===== src/hw/tqo_pkg.sv =====
// Constants for the two-phase / one-shot timer channel.
// Assumes a 20 MHz clk_sys and a simple strobe register port.
//
// Overview of operation
// Two-phase counting begins when software sets the count start flag.
// Two-phase counting halts when software clears the count start flag.
// Two-phase counter overflow or underflow raises an interrupt request.
// On overflow or underflow the counter reloads and keeps counting.
// Timer register read returns the count; two-phase only on channels 2-4.
// Timer write while stopped loads both reload register and counter.
// Timer write while counting loads only the reload register.
// Normal mode: input rise counts up, fall counts down, other pin high.
// Times four: input rising with other pin high counts up every edge.
// Times four: input falling with other pin high counts down every edge.
// One-shot counts down, reloads at zero, then stops.
// One-shot trigger while running reloads and restarts the count.
// One-shot starts on an external trigger edge when selected.
// One-shot starts on the other timer's overflow when selected.
// One-shot starts when software sets the one-shot start flag.
// One-shot stops at once when the count start flag is cleared.
// One-shot raises an interrupt request when the count reaches zero.
// One-shot input pin is a general port or the trigger input.
// One-shot output pin is a general port or the running pulse.
// One-shot timer register read is undefined; software must ignore it.
// One-shot count source is the clock divided by 1, 8 or 32.
// A channel setting picks normal/times-four or the trigger source; channel 4 is always times-four, whatever the setting.

package tqo_pkg;
	// ************************************************
	// Register map
	// ************************************************
	localparam logic [3:0] ADDR_CTRL   = 4'h0;
	localparam logic [3:0] ADDR_TIMER  = 4'h4;
	localparam logic [3:0] ADDR_STATUS = 4'h8;
	localparam logic [3:0] ADDR_PORT   = 4'hC;

	// ************************************************
	// Control fields
	// ************************************************
	localparam int CTRL_START    = 0;  // Count start flag
	localparam int CTRL_SHOT     = 1;  // One-shot start, write-one pulse
	localparam int CTRL_MODE     = 2;  // 0 two-phase, 1 one-shot
	localparam int CTRL_X4       = 3;  // Two-phase times-four
	localparam int CTRL_TRIG_LO  = 4;  // Trigger source, 2 bits
	localparam int CTRL_SRC_LO   = 6;  // Count source, 2 bits
	localparam int CTRL_INTRIG   = 8;  // Input pin is trigger
	localparam int CTRL_OUTPULSE = 9;  // Output pin is pulse
	localparam int CTRL_TRIGFALL = 10; // Trigger on falling edge
	localparam int CTRL_WIDTH    = 11;
	localparam logic [10:0] CTRL_RESET = 11'h000;

	localparam logic [1:0] TRIG_SW    = 2'h0;
	localparam logic [1:0] TRIG_PIN   = 2'h1;
	localparam logic [1:0] TRIG_OTHER = 2'h2;
	localparam logic [1:0] SRC_DIV1   = 2'h0;
	localparam logic [1:0] SRC_DIV8   = 2'h1;
	localparam logic [1:0] SRC_DIV32  = 2'h2;
	localparam int PORT_OUT = 0; // General port output latch
	localparam int PORT_DIR = 1; // General port drive enable

	// ************************************************
	// Counter and prescaler
	// ************************************************
	localparam logic [15:0] CNT_MAX    = 16'hFFFF;
	localparam logic [15:0] CNT_ZERO   = 16'h0000;
	localparam logic [15:0] CNT_RESET  = 16'h0000;
	localparam logic [4:0]  PRE_LAST8  = 5'h07;
	localparam logic [4:0]  PRE_LAST32 = 5'h1F;

	typedef enum logic [1:0] {
		ST_STOP  = 2'b00,
		ST_EVENT = 2'b01,
		ST_WAIT  = 2'b10,
		ST_RUN   = 2'b11
	} tqo_state_t;
endpackage : tqo_pkg


===== src/hw/tqo_timer.sv =====
// One 16-bit timer channel: two-phase event counter and one-shot timer.
// Assumes pins are asynchronous; register port and trigger input on clk_sys.
`timescale 1ns/1ps

module tqo_timer
	import tqo_pkg::*;
#(
	parameter int CHANNEL = 2
) (
	// Clock and reset
	input  wire logic        clk_sys,
	input  wire logic        sys_rst,
	// Register port
	input  wire logic [3:0]  regAddr,
	input  wire logic [15:0] regWdata,
	input  wire logic        regWr,
	input  wire logic        regRd,
	output logic      [15:0] regRdata,
	// Other timer overflow, one-cycle pulse
	input  wire logic        otherOvf,
	// Pins
	input  wire logic        timerInputPin,
	input  wire logic        timerOutputPinIn,
	output logic             timerOutputPinOut,
	output logic             timerOutputPinOe,
	// Interrupt request, one-cycle pulse
	output logic             irqReq
);

	// ************************************************
	// Decoding helpers
	// ************************************************
	// Gray position of the two pins
	function automatic logic [1:0] quadPos(input logic a, input logic b);
		quadPos = {a, a ^ b};
	endfunction : quadPos

	function automatic logic isAddr(input logic [3:0] a, input logic [3:0] k);
		isAddr = (a == k);
	endfunction : isAddr

	// ************************************************
	// Pin synchronisers
	// ************************************************
	logic [1:0] inSync;
	logic [1:0] outSync;
	logic       inPrev;
	logic       outPrev;

	// Two flops per pin, then a history flop
	always_ff @(posedge clk_sys) begin
		if (sys_rst) begin
			inSync  <= 2'b00;
			outSync <= 2'b00;
			inPrev  <= 1'b0;
			outPrev <= 1'b0;
		end else begin
			inSync  <= {inSync[0], timerInputPin};
			outSync <= {outSync[0], timerOutputPinIn};
			inPrev  <= inSync[1];
			outPrev <= outSync[1];
		end
	end

	wire pinA = inSync[1];
	wire pinB = outSync[1];
	wire aRise = pinA & ~inPrev;
	wire aFall = ~pinA & inPrev;

	// ************************************************
	// Control register and prescaler
	// ************************************************
	logic [CTRL_WIDTH-1:0] ctrl_reg;
	logic                  shotStart_reg;
	logic                  portOut_reg;
	logic                  portDir_reg;
	logic [4:0]            pre_reg;

	wire wrCtrl  = regWr & isAddr(regAddr, ADDR_CTRL);
	wire wrTimer = regWr & isAddr(regAddr, ADDR_TIMER);
	wire wrPort  = regWr & isAddr(regAddr, ADDR_PORT);
	wire startFlag = ctrl_reg[CTRL_START];
	wire shotMode  = ctrl_reg[CTRL_MODE];
	wire x4Mode    = ctrl_reg[CTRL_X4] | (CHANNEL == 4);
	wire [1:0] trigSel = ctrl_reg[CTRL_TRIG_LO +: 2];
	wire [1:0] srcSel  = ctrl_reg[CTRL_SRC_LO +: 2];
	wire twoPhaseOk = (CHANNEL >= 2) && (CHANNEL <= 4);

	// Control bits written by software
	always_ff @(posedge clk_sys) begin
		if (sys_rst) begin
			ctrl_reg <= CTRL_RESET;
		end else if (wrCtrl) begin
			ctrl_reg <= regWdata[CTRL_WIDTH-1:0];
		end
	end

	// One-shot start flag, pulse for one cycle
	always_ff @(posedge clk_sys) begin
		if (sys_rst) begin
			shotStart_reg <= 1'b0;
		end else begin
			shotStart_reg <= wrCtrl & regWdata[CTRL_SHOT];
		end
	end

	// General port output latch and direction
	always_ff @(posedge clk_sys) begin
		if (sys_rst) begin
			portOut_reg <= 1'b0;
			portDir_reg <= 1'b0;
		end else if (wrPort) begin
			portOut_reg <= regWdata[PORT_OUT];
			portDir_reg <= regWdata[PORT_DIR];
		end
	end

	// Free running prescaler
	always_ff @(posedge clk_sys) begin
		if (sys_rst) begin
			pre_reg <= 5'h00;
		end else begin
			pre_reg <= pre_reg + 5'h01;
		end
	end

	// Prescaled clock enables: divide by 1 always high, divide by 8 and 32 one-cycle pulses
	wire prescaledClockDiv1  = 1'b1;
	wire prescaledClockDiv8  = (pre_reg[2:0] == PRE_LAST8[2:0]);
	wire prescaledClockDiv32 = (pre_reg == PRE_LAST32);

	// Count source tick
	logic tick;
	always_comb begin
		case (srcSel)
			SRC_DIV1:  tick = prescaledClockDiv1;
			SRC_DIV8:  tick = prescaledClockDiv8;
			SRC_DIV32: tick = prescaledClockDiv32;
			default:   tick = prescaledClockDiv1;
		endcase
	end

	// ************************************************
	// Two-phase decoder
	// ************************************************
	logic up;
	logic down;
	logic [1:0] posDiff;
	always_comb begin
		posDiff = quadPos(pinA, pinB) - quadPos(inPrev, outPrev);
		if (x4Mode) begin
			up   = (posDiff == 2'd1);
			down = (posDiff == 2'd3);
		end else begin
			up   = aRise & pinB;
			down = aFall & pinB;
		end
	end

	// ************************************************
	// Triggers and state
	// ************************************************
	tqo_state_t state_reg;
	tqo_state_t state_next;
	logic [15:0] cnt_reg;
	logic [15:0] reload_reg;
	logic        trig;
	logic        pinTrig;

	wire running = (state_reg == ST_EVENT) || (state_reg == ST_RUN);
	wire shotEnd = (state_reg == ST_RUN) && tick && (cnt_reg <= 16'h0001);
	wire wrap = (state_reg == ST_EVENT) &&
		((up && cnt_reg == CNT_MAX) || (down && cnt_reg == CNT_ZERO));

	always_comb begin
		pinTrig = ctrl_reg[CTRL_TRIGFALL] ? aFall : aRise;
		case (trigSel)
			TRIG_PIN:   trig = pinTrig & ctrl_reg[CTRL_INTRIG];
			TRIG_OTHER: trig = otherOvf;
			default:    trig = 1'b0;
		endcase
		trig = trig | shotStart_reg;
	end

	// Next state
	always_comb begin
		state_next = state_reg;
		if (!startFlag) begin
			state_next = ST_STOP;
		end else if (!shotMode) begin
			state_next = twoPhaseOk ? ST_EVENT : ST_STOP;
		end else if (trig) begin
			state_next = ST_RUN;
		end else if (shotEnd) begin
			state_next = ST_WAIT;
		end else if (state_reg != ST_RUN) begin
			state_next = ST_WAIT;
		end
	end

	always_ff @(posedge clk_sys) begin
		if (sys_rst) begin
			state_reg <= ST_STOP;
		end else begin
			state_reg <= state_next;
		end
	end

	// Reload register
	always_ff @(posedge clk_sys) begin
		if (sys_rst) begin
			reload_reg <= CNT_RESET;
		end else if (wrTimer) begin
			reload_reg <= regWdata;
		end
	end

	// Counter
	always_ff @(posedge clk_sys) begin
		if (sys_rst) begin
			cnt_reg <= CNT_RESET;
		end else if (wrTimer && !running) begin
			cnt_reg <= regWdata;
		end else if (state_reg == ST_EVENT) begin
			if (wrap) begin
				cnt_reg <= reload_reg;
			end else if (up) begin
				cnt_reg <= cnt_reg + 16'h0001;
			end else if (down) begin
				cnt_reg <= cnt_reg - 16'h0001;
			end
		end else if (shotMode && startFlag && trig) begin
			cnt_reg <= reload_reg;
		end else if (shotEnd) begin
			cnt_reg <= reload_reg;
		end else if (state_reg == ST_RUN && tick) begin
			cnt_reg <= cnt_reg - 16'h0001;
		end
	end

	// Interrupt request pulse
	always_ff @(posedge clk_sys) begin
		if (sys_rst) begin
			irqReq <= 1'b0;
		end else begin
			irqReq <= wrap | (shotEnd & startFlag & ~trig);
		end
	end

	// ************************************************
	// Output pin
	// ************************************************
	always_ff @(posedge clk_sys) begin
		if (sys_rst) begin
			timerOutputPinOut <= 1'b0;
			timerOutputPinOe  <= 1'b0;
		end else begin
			timerOutputPinOe <= shotMode & (ctrl_reg[CTRL_OUTPULSE] | portDir_reg);
			timerOutputPinOut <= ctrl_reg[CTRL_OUTPULSE] ?
				(state_next == ST_RUN) : portOut_reg;
		end
	end

	// ************************************************
	// Read port
	// ************************************************
	always_ff @(posedge clk_sys) begin
		if (sys_rst) begin
			regRdata <= 16'h0000;
		end else if (!regRd) begin
			regRdata <= 16'h0000;
		end else begin
			case (regAddr)
				ADDR_CTRL:   regRdata <= {5'h00, ctrl_reg};
				ADDR_TIMER:  regRdata <= cnt_reg;
				ADDR_STATUS: regRdata <= {14'h0000, state_reg};
				ADDR_PORT:   regRdata <= {12'h000, portDir_reg, portOut_reg, pinB, pinA};
				default:     regRdata <= 16'h0000;
			endcase
		end
	end

	// ************************************************
	// Assertions
	// ************************************************
	// Step decode from the raw pin history, apart from the counter logic
	wire aMoved  = (pinA != inPrev) && (pinB == outPrev);
	wire bMoved  = (pinB != outPrev) && (pinA == inPrev);
	wire fwdStep = (aMoved && (pinA == pinB)) || (bMoved && (pinA != pinB));
	wire revStep = (aMoved && (pinA != pinB)) || (bMoved && (pinA == pinB));

	property p_wrap_reload;
		@(posedge clk_sys) disable iff (sys_rst)
		(wrap && !wrTimer) |=> (cnt_reg == $past(reload_reg)) && irqReq;
	endproperty
	a_wrap_reload: assert property (p_wrap_reload)
		else $error("wrap did not reload or raise request");

	property p_event_start;
		@(posedge clk_sys) disable iff (sys_rst)
		(wrCtrl && regWdata[CTRL_START] && !regWdata[CTRL_MODE])
			|=> ##1 (state_reg == ST_EVENT);
	endproperty
	a_event_start: assert property (p_event_start)
		else $error("two-phase count did not start");

	property p_stop;
		@(posedge clk_sys) disable iff (sys_rst)
		(wrCtrl && !regWdata[CTRL_START]) |=> ##1 (state_reg == ST_STOP);
	endproperty
	a_stop: assert property (p_stop)
		else $error("clearing start flag did not stop");

	property p_wr_stopped;
		@(posedge clk_sys) disable iff (sys_rst)
		(wrTimer && !running) |=> (cnt_reg == $past(regWdata))
			&& (reload_reg == $past(regWdata));
	endproperty
	a_wr_stopped: assert property (p_wr_stopped)
		else $error("stopped write missed counter");

	property p_wr_running;
		@(posedge clk_sys) disable iff (sys_rst)
		(wrTimer && state_reg == ST_EVENT && !up && !down) |=> $stable(cnt_reg);
	endproperty
	a_wr_running: assert property (p_wr_running)
		else $error("running write touched counter");

	property p_normal_up;
		@(posedge clk_sys) disable iff (sys_rst)
		(state_reg == ST_EVENT && !x4Mode && aRise && pinB && !wrap)
			|=> cnt_reg == $past(cnt_reg) + 16'h0001;
	endproperty
	a_normal_up: assert property (p_normal_up)
		else $error("normal mode missed up count");

	property p_shot_end;
		@(posedge clk_sys) disable iff (sys_rst)
		(shotEnd && startFlag && !trig && shotMode)
			|=> irqReq && state_reg == ST_WAIT && cnt_reg == $past(reload_reg);
	endproperty
	a_shot_end: assert property (p_shot_end)
		else $error("one-shot end wrong");

	property p_shot_trig;
		@(posedge clk_sys) disable iff (sys_rst)
		(shotMode && startFlag && trig && !wrCtrl && !wrTimer)
			|=> state_reg == ST_RUN && cnt_reg == $past(reload_reg);
	endproperty
	a_shot_trig: assert property (p_shot_trig)
		else $error("trigger did not start one-shot");

	property p_pulse;
		@(posedge clk_sys) disable iff (sys_rst)
		(shotMode && ctrl_reg[CTRL_OUTPULSE]) ##1 $stable(ctrl_reg)
			|-> timerOutputPinOut == (state_reg == ST_RUN);
	endproperty
	a_pulse: assert property (p_pulse)
		else $error("pulse output not tracking run");

	property p_x4_up;
		@(posedge clk_sys) disable iff (sys_rst)
		(state_reg == ST_EVENT && x4Mode && fwdStep && cnt_reg != CNT_MAX)
			|=> cnt_reg == $past(cnt_reg) + 16'h0001;
	endproperty
	a_x4_up: assert property (p_x4_up)
		else $error("times-four mode missed up count");

	property p_x4_down;
		@(posedge clk_sys) disable iff (sys_rst)
		(state_reg == ST_EVENT && x4Mode && revStep && cnt_reg != CNT_ZERO)
			|=> cnt_reg == $past(cnt_reg) - 16'h0001;
	endproperty
	a_x4_down: assert property (p_x4_down)
		else $error("times-four mode missed down count");

	property p_shot_hold;
		@(posedge clk_sys) disable iff (sys_rst)
		(state_reg == ST_RUN && shotMode && startFlag && !trig && !tick)
			|=> $stable(cnt_reg);
	endproperty
	a_shot_hold: assert property (p_shot_hold)
		else $error("one-shot count moved without a tick");

	c_wrap: cover property (@(posedge clk_sys) disable iff (sys_rst) wrap);
	c_shot: cover property (@(posedge clk_sys) disable iff (sys_rst)
		shotEnd ##1 irqReq);
	c_retrig: cover property (@(posedge clk_sys) disable iff (sys_rst)
		(state_reg == ST_RUN) && trig);
	c_x4_rev: cover property (@(posedge clk_sys) disable iff (sys_rst)
		(state_reg == ST_EVENT) && x4Mode && revStep);

endmodule : tqo_timer


===== config.mk =====
export PLATFORM = sky130hd
export DESIGN_NAME = tqo_timer
export DESIGN_NICKNAME = d
export VERILOG_FILES = /design/src/hw/tqo_pkg.sv /design/src/hw/tqo_timer.sv
export SDC_FILE = /design/constraint.sdc
export NUM_CORES = 1
export LEC_CHECK = 0
export BUFFER_PORTS_ARGS = -buffer_cell sky130_fd_sc_hd__buf_4
export CAP_MARGIN = 10
export CORE_MARGIN = 2
export CORE_UTILIZATION = 54
export DETAILED_ROUTE_END_ITERATION = 8
export PLACE_DENSITY = 0.77
export SLEW_MARGIN = 20
export SYNTH_ARGS = -nofsm -noshare
export SYNTH_HDL_FRONTEND = slang
export SYNTH_SLANG_ARGS = --single-unit

===== constraint.sdc =====
create_clock -name clk_sys -period 2.4 [get_ports clk_sys]
set_input_delay 0.36 -clock clk_sys [delete_from_list [all_inputs] [get_ports clk_sys]]
set_output_delay 0.36 -clock clk_sys [all_outputs]
set_load 0.05 [all_outputs]

==> flow_summary.yaml, run 1 <==
pwr:
  power_density_nw_per_um2: 483
  finalPower_uw: 2900
  leakage_uw: 0.00227
  ir_worst_vdd_uv: 314
yosys:
  synth_top_area_cell: "dfxtp_1"
  synth_edf_count: 0
  synth_seq_cells: 78
  synth_top_family_by_area: "simple AND/OR/NAND/NOR gates"
  ys.flop_type: "dfxtp_1"
  syn_nets: 572
  synthAdderAreaFrac_pct: 3.93
  syn_area_per_cell_um2: 8.38
  synth_mux_area_share_pct: 2.30
  ys_types: 79
  synth_top_area_share_pct: 35.1
  synth_simple_gate_area_share_pct: 26.5
  synth_warnings: 0
  ys_top_cells_by_area: "dfxtp_1, nand2_1, nor2_1, a21oi_1, ha_1"
  synthesis.instances: 531
  netlist_area_um2: 4450
  synth_xor_area_share_pct: 4.53
  ys_seq_area_share_pct: 35.1
  synthArstFlopShare_pct: 0
  synth-compound-area-share_pct: 21.2
cells_and_area:
  n_fill_cell: 605
  antenna_cells: 0
  final_nets: 668
  area_growth_pct: 35.0
  final_cell_mix: "buf_4, nand2_1, dfxtp_1, nor2_1, a21oi_1"
  mostFrequentLayoutCell: "buf_4"
  drive_above_1_share_pct: 34.8
  postLayoutCellArea_um2: 6010
cts:
  tritoncts: "built"
  htree_levels: 3
  cts_sinks: 78
  clk_pin_slew_ns: 0.08
  clk_path_buf_depth: 2
  cts_hold_buffers: 0
  root_buffer: "clkbuf_8"
  numCtsBuffers: 9
  clk_latency_ns: 0.35
worst_setup_path:
  worst-setup-path-type: "flop to flop"
  required_ns: 2.60
  reg2reg_depth: 7
  startpoint_type: "flop"
  crit_path_max_fanout: 5
  cp_data_arrival_time_ns: 2.65
  critPathCaptureType: "flop"
timing:
  rsz0062_at_grt: "true"
  layout_min_cycle_time_ns: 2.44
  fin_crit_sh_pct: 102
  fin_ws_ns: -0.0420
  setup_viol: 9
  fin_skew_ns: 0.00747
  slew_viol_final: 0
  fin_setup_tns_ns: -0.139
  worstMarginPinSlew_ns: 0.727
  hold_viol_final: 0
  max_freq_ghz: 0.410
  slew_headroom_pct: 51.6
global_routing:
  grt_usage_pct: 32.5
  grt_use_met1_pct: 46.9
  globalRoute.totalOverflow: 0
  grt_pass1_wl_mm: 22.2
  antenna_found_initial: 0
  first_global_vias: 4254
  grt_max_degree: 66
  met3_usage_pct: 4.55
  grt.met2_usage_pct: 49.9
  top_usage_layer: "met2"
die:
  io_pins: 46
  die_h_um: 94.8
  start_util_pct: 55.0
  die_area_um2: 8990
  chipWidth_um: 94.8
  core_area_um2: 8090
  rows: 33
placed_design:
  hpwlAfterDp_mm: 10.2
  io_buffers: 45
  gp_congestion: 0.990
  placed_cell_area_um2: 5180
  pre_cts_ws_ns: -0.307
route:
  ant_nets: 0
  dr.pass1.iters: 6
  vias_per_cell: 6.33
  wl_per_cell_um: 20.5
  routed_wl_mm: 15.1
  route.detailed.drc: 0
  vias: 4662
  drtIter0Drc: 530
job:
  max_cap_violations: 0
worst_hold_path:
  whs_path_depth: 2
  hp-class: "primary input to flop"
outcome:
  status: "complete, but fails checks"
  violations: "negative setup slack"
## cell families (layout without fill, tap and decap cells)
kind of cell | after synthesis | after routing
and+or+nand+nor | 231 | 231
AOI/OAI and AO/OA | 124 | 124
DFF | 78 | 78
buffers and inverters | 51 | 152
xor gates and xnor gates | 23 | 23
adders and majority gates | 14 | 14
muxes | 10 | 10
## stage by stage
| stage | cells | hold slack, ns | utilization (%) |
|---|---|---|---|
| 3_5_place_dp | 708 | 0.439 | 64.0 |
| 2_1_floorplan | 531 | 0.414 | - |
| 5_1_grt | 737 | 0.236 | 74.3 |
| 3_3_place_gp | 708 | 0.420 | 64.0 |
| 6_report | 737 | 0.220 | 74.3 |
| 4_1_cts | 726 | 0.207 | 69.0 |
## cell type report
class | instances | area (um2) | share of cell area, %
clock buffer | 10 | 128 | 2.12
clock inverter | 6 | 86.3 | 1.44
inverter | 13 | 48.8 | 0.812
multi-input combinational | 402 | 3050 | 50.7
sequential | 78 | 1590 | 26.4
tap | 105 | 131 | 2.19
timing repair buffer | 123 | 982 | 16.3
## worst max-delay path: stages (launching register included)
cell,delay (ns)
dfxtp_4,0.36
buf_6,0.12
or4_4,0.55
o41a_1,0.46
buf_4,0.15
o21a_1,0.20
a2111oi_4,0.33
o41ai_2,0.12
## path summary, 6_finish.rpt
| kind | from | slack (ns) | endpoint |
|---|---|---|---|
| worst min-delay path | timerInputPin | 0.22 | inSync[0] |
| worst max register to register | cnt_reg[2] | -0.04 | cnt_reg[7] |
| worst max-delay path | cnt_reg[2] | -0.04 | cnt_reg[7] |
| worst min register to register | inSync[0] | 0.44 | inSync[1] |
## Yosys cell counts (3+ instances only)
| library cell | n |
|---|---|
| o31ai_1 | 3 |
| nand3_1 | 10 |
| ha_1 | 14 |
| a311o_1 | 3 |
| a211oi_1 | 3 |
| a22oi_1 | 13 |
| a211oi_2 | 3 |
| o2bb2ai_1 | 4 |
| and3_1 | 5 |
| buf_4 | 4 |
| xor2_1 | 7 |
| a2111oi_2 | 3 |
| buf_2 | 6 |
| nor3_1 | 9 |
| a21oi_1 | 41 |
| nor2_1 | 58 |
| a31oi_1 | 3 |
| nor4_1 | 6 |
| nand2_1 | 77 |
| or3_1 | 3 |
| dfxtp_1 | 78 |
| nor2b_1 | 10 |
| clkbuf_1 | 16 |
| and2_1 | 11 |
| a221oi_1 | 7 |
| buf_6 | 6 |
| inv_1 | 13 |
| o21ai_0 | 6 |
| nand4_1 | 6 |
| mux2i_1 | 8 |
| nand3b_1 | 5 |
| clkbuf_8 | 3 |
| nor3b_1 | 6 |
| or2_2 | 3 |
| xnor2_1 | 16 |
## power breakdown
group | switching, uW | leakage [uW] | internal (uW)
clock network | 503 | 0.000106 | 585
registers | 28.8 | 0.000636 | 1310
logic | 257 | 0.00152 | 214
total | 789 | 0.00227 | 2110
## timing repair
item	CTS	global route
setup endpoints to repair	16	16
resized for setup	26	66
setup buffers	3	12
pin swaps	10	25
## routing by layer
metal / part of all wire [%] / routed length, um / vias to the layer above
met2: 45 / 6860 / 316
li1: - / - / 2100
met3: 10 / 1520 / 45
met4: 2.6 / 399 / 0
met1: 42 / 6320 / 2201
met5: 0 / 0 / -
No activity file was read; power rests on OpenSTA's default activity.
==> inputs of run 2 (changes only) <==
--- a/config.mk
+++ b/config.mk
@@ -5,6 +5,7 @@
 export SDC_FILE = /design/constraint.sdc
 export NUM_CORES = 1
 export LEC_CHECK = 0
+export ABC_AREA = 1
 export BUFFER_PORTS_ARGS = -buffer_cell sky130_fd_sc_hd__buf_4
 export CAP_MARGIN = 10
 export CORE_MARGIN = 2
==> run 2 against run 1 <==
Synthesized cell count increased by 32%. Worst hold slack worse by 0.013 ns. The flow now finishes without violations. Cell count rose by 17%. Highest routed layer unchanged.
==> flow_summary.yaml, run 2 <==
outcome:
  status: "completed"
global_routing:
  grt_use_met1_pct: 47.6
  first_global_vias: 4196
  grt.met2_usage_pct: 43.8
  grt_max_degree: 36
  grt_usage_pct: 31.5
  globalRoute.totalOverflow: 0
  grt_pass1_wl_mm: 21.8
  met3_usage_pct: 6.50
  top_usage_layer: "met1"
  antenna_found_initial: 0
worst_hold_path:
  holdPathEnd: "inSync[0]"
  worstHoldStart: "timerInputPin"
  hp-class: "primary input to flop"
  whs_path_depth: 3
job:
  max_cap_violations: 0
cells_and_area:
  final_nets: 790
  final_cells: 859
  seqCellArea_um2: 1560
  mostFrequentLayoutCell: "nand2_1"
  antenna_cells: 0
  multi_input_area_um2: 2540
  n_fill_cell: 794
  postLayoutCellArea_um2: 5260
  drive_above_1_share_pct: 15.9
  final_cell_mix: "nand2_1, inv_1, nor2_1, dfxtp_1, buf_4"
  area_growth_pct: 15.1
cts:
  cts_sinks: 78
  root_buffer: "clkbuf_8"
  clk_pin_slew_ns: 0.09
  numCtsBuffers: 9
  tritoncts: "built"
  clk_path_buf_depth: 2
  htree_levels: 3
  cts_hold_buffers: 0
  clk_latency_ns: 0.36
timing:
  layout_min_cycle_time_ns: 2.26
  fin_crit_sh_pct: 94.1
  slew_viol_final: 0
  worstMarginPinSlew_ns: 0.414
  setup_viol: 0
  fin_skew_ns: 0.0106
  fin_setup_tns_ns: 0
  whs_ns: 0.207
  hold_viol_final: 0
  max_freq_ghz: 0.443
  slew_headroom_pct: 72.2
route:
  drtIter0Drc: 566
  dr.pass1.iters: 6
  vias: 4721
  ant_nets: 0
  route.detailed.drc: 0
  wl_per_cell_um: 16.0
  vias_per_cell: 5.50
  routed_wl_mm: 13.8
die:
  start_util_pct: 55.6
  io_pins: 46
  core_area_um2: 8220
  rows: 33
  die_h_um: 96.0
  chipWidth_um: 96.0
  die_area_um2: 9210
yosys:
  synth_top_area_share_pct: 34.2
  synth_edf_count: 0
  netlist_area_um2: 4570
  synthTopCellsByCount: "nand2_1, inv_1, nor2_1"
  ys.flop_type: "dfxtp_1"
  syn_area_per_cell_um2: 6.52
  synth_top_area_cell: "dfxtp_1"
  synth_seq_cells: 78
  synthesis.instances: 701
  synthArstFlopShare_pct: 0
  yosysMostFrequentCell: "nand2_1"
  synth_warnings: 0
  syn_nets: 742
  ys_top_cells_by_area: "dfxtp_1, nand2_1, inv_1, nor2_1, nand3_1"
  ys_types: 38
  ys_seq_area_share_pct: 34.2
placed_design:
  placed_cell_area_um2: 5020
  hpwlAfterDp_mm: 10.5
  gp_congestion: 0.995
  io_buffers: 45
  dp.cells: 841
worst_setup_path:
  cp_data_arrival_time_ns: 2.56
  worst-setup-path-type: "flop to flop"
  reg2reg_slack_ns: 0.14
  crit_path_max_fanout: 7
  r2r-start: "inSync[1]"
  startpoint_type: "flop"
  critPathCaptureType: "flop"
  regToRegEndpoint: "cnt_reg[10]"
  required_ns: 2.71
  reg2reg_depth: 14
pwr:
  ir_worst_vdd_uv: 381
  finalPower_uw: 2840
  leakage_uw: 0.00247
  power_density_nw_per_um2: 539
[run 2: kinds of logic (layout without fill, tap and decap cells)]
| family | count (synthesis) | after routing | share of synthesized area [%] |
|---|---|---|---|
| adder cells (fa/ha/maj) | 14 | 14 | 3.83 |
| AO/OA/AOI/OAI | 95 | 95 | 11.3 |
| XOR/XNOR | 15 | 15 | 2.88 |
| buffers and inverters | 120 | 173 | 10.6 |
| AND/OR/NAND/NOR | 379 | 379 | 37.2 |
| flip-flops | 78 | 78 | 34.2 |
[run 2: layer usage]
| layer | wire [um] | share of wire (%) |
|---|---|---|
| met2 | 5640 | 41 |
| met4 | 289 | 2.1 |
| met5 | 0 | 0 |
| met3 | 1550 | 11 |
| met1 | 6300 | 46 |
[run 2: where the power goes]
group	total, uW	switching [uW]	internal (uW)
registers	1350	34.0	1320
logic	446	284	162
clock network	1030	545	489
[run 2: stage by stage]
| stage | utilization [%] | worst slack [ns] |
|---|---|---|
| global route | 64.0 | -0.0153 |
| floorplan | - | 0.566 |
| global placement | 61.1 | 0.179 |
| finish | 64.0 | 0.141 |
| CTS | 63.5 | 0.148 |
| detailed placement | 61.1 | 0.181 |
[run 2: cell type report]
class / instances / share of cell area, %
Tap cell: 105 / 2.50
Clock buffer: 10 / 2.43
Multi-Input combinational cell: 503 / 48.2
Sequential cell: 78 / 29.7
Inverter: 96 / 6.94
Timing Repair Buffer: 61 / 8.94
Clock inverter: 6 / 1.31
[run 2: worst max-delay path by stage]
stage,start,slack [ns],endpoint,cells past startpoint
4_1_cts,inSync[1],0.15,cnt_reg[4],14
5_1_grt,inSync[1],-0.02,cnt_reg[7],16
2_1_floorplan,inSync[1],0.57,cnt_reg[14],15
3_5_place_dp,inSync[1],0.18,cnt_reg[4],14
3_3_place_gp,inPrev,0.18,cnt_reg[15],12
6_report,inSync[1],0.14,cnt_reg[10],14
[run 2: critical path, stage by stage (launching register included)]
cell and delay (ns):
dfxtp_1 0.38, inv_1 0.10, ha_1 0.32, inv_1 0.04, nand2_1 0.07, nand2_1 0.05
nand2_1 0.07, nand2_2 0.10, nand2_1 0.15, nand3_2 0.20, nor2_1 0.34, nand2_1 0.15
nand3_1 0.11, nor2_1 0.04, nor2_1 0.07
[run 2: repair_timing]
item	in CTS	in global routing
endpoints found under the hold margin	0	0
setup endpoints to repair	0	13
buffers inserted	0	2
resized for setup	0	5
==> inputs of run 3 (changes only) <==
--- a/config.mk
+++ b/config.mk
@@ -8,10 +8,12 @@
 export ABC_AREA = 1
 export BUFFER_PORTS_ARGS = -buffer_cell sky130_fd_sc_hd__buf_4
 export CAP_MARGIN = 10
+export CELL_PAD_IN_SITES_DETAIL_PLACEMENT = 1
+export CELL_PAD_IN_SITES_GLOBAL_PLACEMENT = 1
 export CORE_MARGIN = 2
-export CORE_UTILIZATION = 54
+export CORE_UTILIZATION = 42
 export DETAILED_ROUTE_END_ITERATION = 8
-export PLACE_DENSITY = 0.77
+export PLACE_DENSITY_LB_ADDON = 0.1
 export SLEW_MARGIN = 20
 export SYNTH_ARGS = -nofsm -noshare
 export SYNTH_HDL_FRONTEND = slang
==> constraint.sdc (replaced) <==
create_clock -name clk_sys -period 2.5 [get_ports clk_sys]
set_input_delay 0.375 -clock clk_sys [delete_from_list [all_inputs] [get_ports clk_sys]]
set_output_delay 0.375 -clock clk_sys [all_outputs]
set_load 0.05 [all_outputs]
==> run 3 against run 2 <==
Total power rose by 0.15%. Critical path depth rose by 2. Maximum frequency is 0.81% lower. Die area is 27% higher. Worst hold slack better by 0.013 ns. Combinational power down 2%. Non-clock buffer count shrank 1. Global-route usage decreased by 3.4 points. Cell count increased by 4.0%.
==> flow_summary.yaml, run 3 (synthesis results as in run 2) <==
pwr:
  switchingPower_uw: 823
  leakage_uw: 0.00248
  power_frac_comb_pct: 15.4
  p_int_uw: 2020
  power_density_nw_per_um2: 533
  power_frac_clock_pct: 38.8
  ir_worst_vdd_uv: 373
  seqPwrFrac_pct: 45.8
  switching_share_pct: 29.0
worst_hold_path:
  hp-class: "primary input to flop"
  whs_path_depth: 3
worst_setup_path:
  cp_data_arrival_time_ns: 2.52
  crit_path_max_fanout: 12
  path_cells: "inv_1, ha_1, inv_1, nand2_1, nand3_1, nand2_1, nand2_1, nand2_1, nand2_2, nand2_1, nand2_1, nand2_4, inv_6, nor2_2, nand2_1, a21oi_1"
  slowest_delay_ns: 0.38
  cp_common_cell: "nand2_1"
  cp_num_buf_inv: 3
  required_ns: 2.75
  cpMaxStageDelayCell: "dfxtp_1"
  critPathCaptureType: "flop"
  worst-setup-path-type: "flop to flop"
  cpLargestDelayFamily: "simple AND/OR/NAND/NOR gates"
  critical_path_depth: 16
  reg2reg_depth: 16
  startpoint_type: "flop"
cts:
  cts_sinks: 78
  htree_levels: 3
  clk_pin_slew_ns: 0.08
  numCtsBuffers: 9
  cts_hold_buffers: 0
  tritoncts: "built"
  clk_latency_ns: 0.38
  clk_path_buf_depth: 2
  root_buffer: "clkbuf_8"
route:
  ant_nets: 0
  routed_wl_mm: 15.6
  drtIter0Drc: 382
  vias: 4675
  vias_per_cell: 5.24
  route.detailed.drc: 0
  wl_per_cell_um: 17.5
  dr.pass1.iters: 5
placed_design:
  gp_congestion: 0.950
  dp.cells: 877
  hpwlAfterDp_mm: 12.3
  pre_cts_ws_ns: 0.133
  io_buffers: 45
die:
  core_area_um2: 10700
  die_area_um2: 11700
  chipWidth_um: 108
  rows: 38
  start_util_pct: 42.5
  io_pins: 46
  die_h_um: 108
cells_and_area:
  final_cell_mix: "nand2_1, inv_1, nor2_1, dfxtp_1, buf_4"
  n_fill_cell: 1471
  final_nets: 789
  mostFrequentLayoutCell: "nand2_1"
  drive_above_1_share_pct: 16.2
  seqCellArea_um2: 1560
  area_growth_pct: 16.6
  final_cells: 893
  antenna_cells: 0
  multi_input_area_um2: 2550
timing:
  layout_min_cycle_time_ns: 2.28
  slew_headroom_pct: 68.3
  slew_viol_final: 0
  rsz0062_at_grt: "false"
  fin_crit_sh_pct: 91.1
  setup_viol: 0
  max_freq_ghz: 0.439
  hold_viol_final: 0
  fin_skew_ns: 0.0113
  fin_ws_ns: 0.223
  fin_setup_tns_ns: 0
  worstMarginPinSlew_ns: 0.472
global_routing:
  first_global_vias: 4642
  grt_usage_pct: 28.1
  globalRoute.totalOverflow: 0
  grt_pass1_wl_mm: 24.8
  grt_max_degree: 35
  antenna_found_initial: 0
job:
  max_cap_violations: 0
outcome:
  status: "completed"
==> run 3: cell count changes in the layout (fill, tap and decap cells not counted), sizes merged <==
cell and change:
clkbuf +1, clkinv +1, inv -2, bufinv +1, clkinvlp -1, buf -1
==> run 3: path summary, 6_finish.rpt <==
check                start    endpoint  slack (ns)
max reg2reg      inSync[1]  cnt_reg[7]        0.22
min reg2reg     outSync[0]  outSync[1]        0.41
min          timerInputPin   inSync[0]        0.22
max              inSync[1]  cnt_reg[7]        0.22
==> run 3: area by class of cell <==
class	instances	area share, %
Sequential cell	78	29.3
Clock inverter	5	1.55
Timing Repair Buffer	60	8.46
Tap cell	140	3.29
Inverter	96	6.86
Multi-Input combinational cell	503	47.9
Clock buffer	11	2.65
==> run 3: stage by stage <==
stage          util [%]  instance area [um2]  hold WS (ns)  total power (uW)
4_1_cts            49.3                 5300         0.207              2850
3_5_place_dp       47.2                 5070         0.399              1760
5_1_grt            49.6                 5330         0.224              2950
6_report           49.6                 5330         0.220              2840
3_3_place_gp       47.2                 5070         0.391              1740
2_1_floorplan         -                 4570         0.388              1600
==> run 3: power by group through the flow <==
stage / logic [uW] / registers [uW] / clock network (uW)
after floorplan: 287 / 1310 / 0
after global placement: 416 / 1330 / 0
after detailed placement: 427 / 1330 / 0
after CTS: 432 / 1300 / 1120
after global routing: 489 / 1300 / 1160
final: 438 / 1300 / 1100
==> run 3: metal layers <==
layer  global-route usage (%)  vias up  routed length (um)
met1                     41.2     2212                7710
met2                     42.2      125                6720
met4                     8.88        0                 259
li1                         -     2318                   -
met5                        0        -                   0
met3                     4.40       20                 944
==> run 3: worst register-to-register path, delay by kind of cell (launching register included) <==
family          cells  cell delay (ns)
flops               1             0.38
fa+ha+maj           1             0.23
simple gates       11             1.11
compound gates      1             0.07
buf+inv             3             0.35
==> run 3: repair_timing <==
action / in CTS / in global routing
gates resized for setup: 0 / 10
endpoints found under the setup margin: 0 / 14
buffers inserted: 0 / 0
hold endpoints to repair: 0 / 0
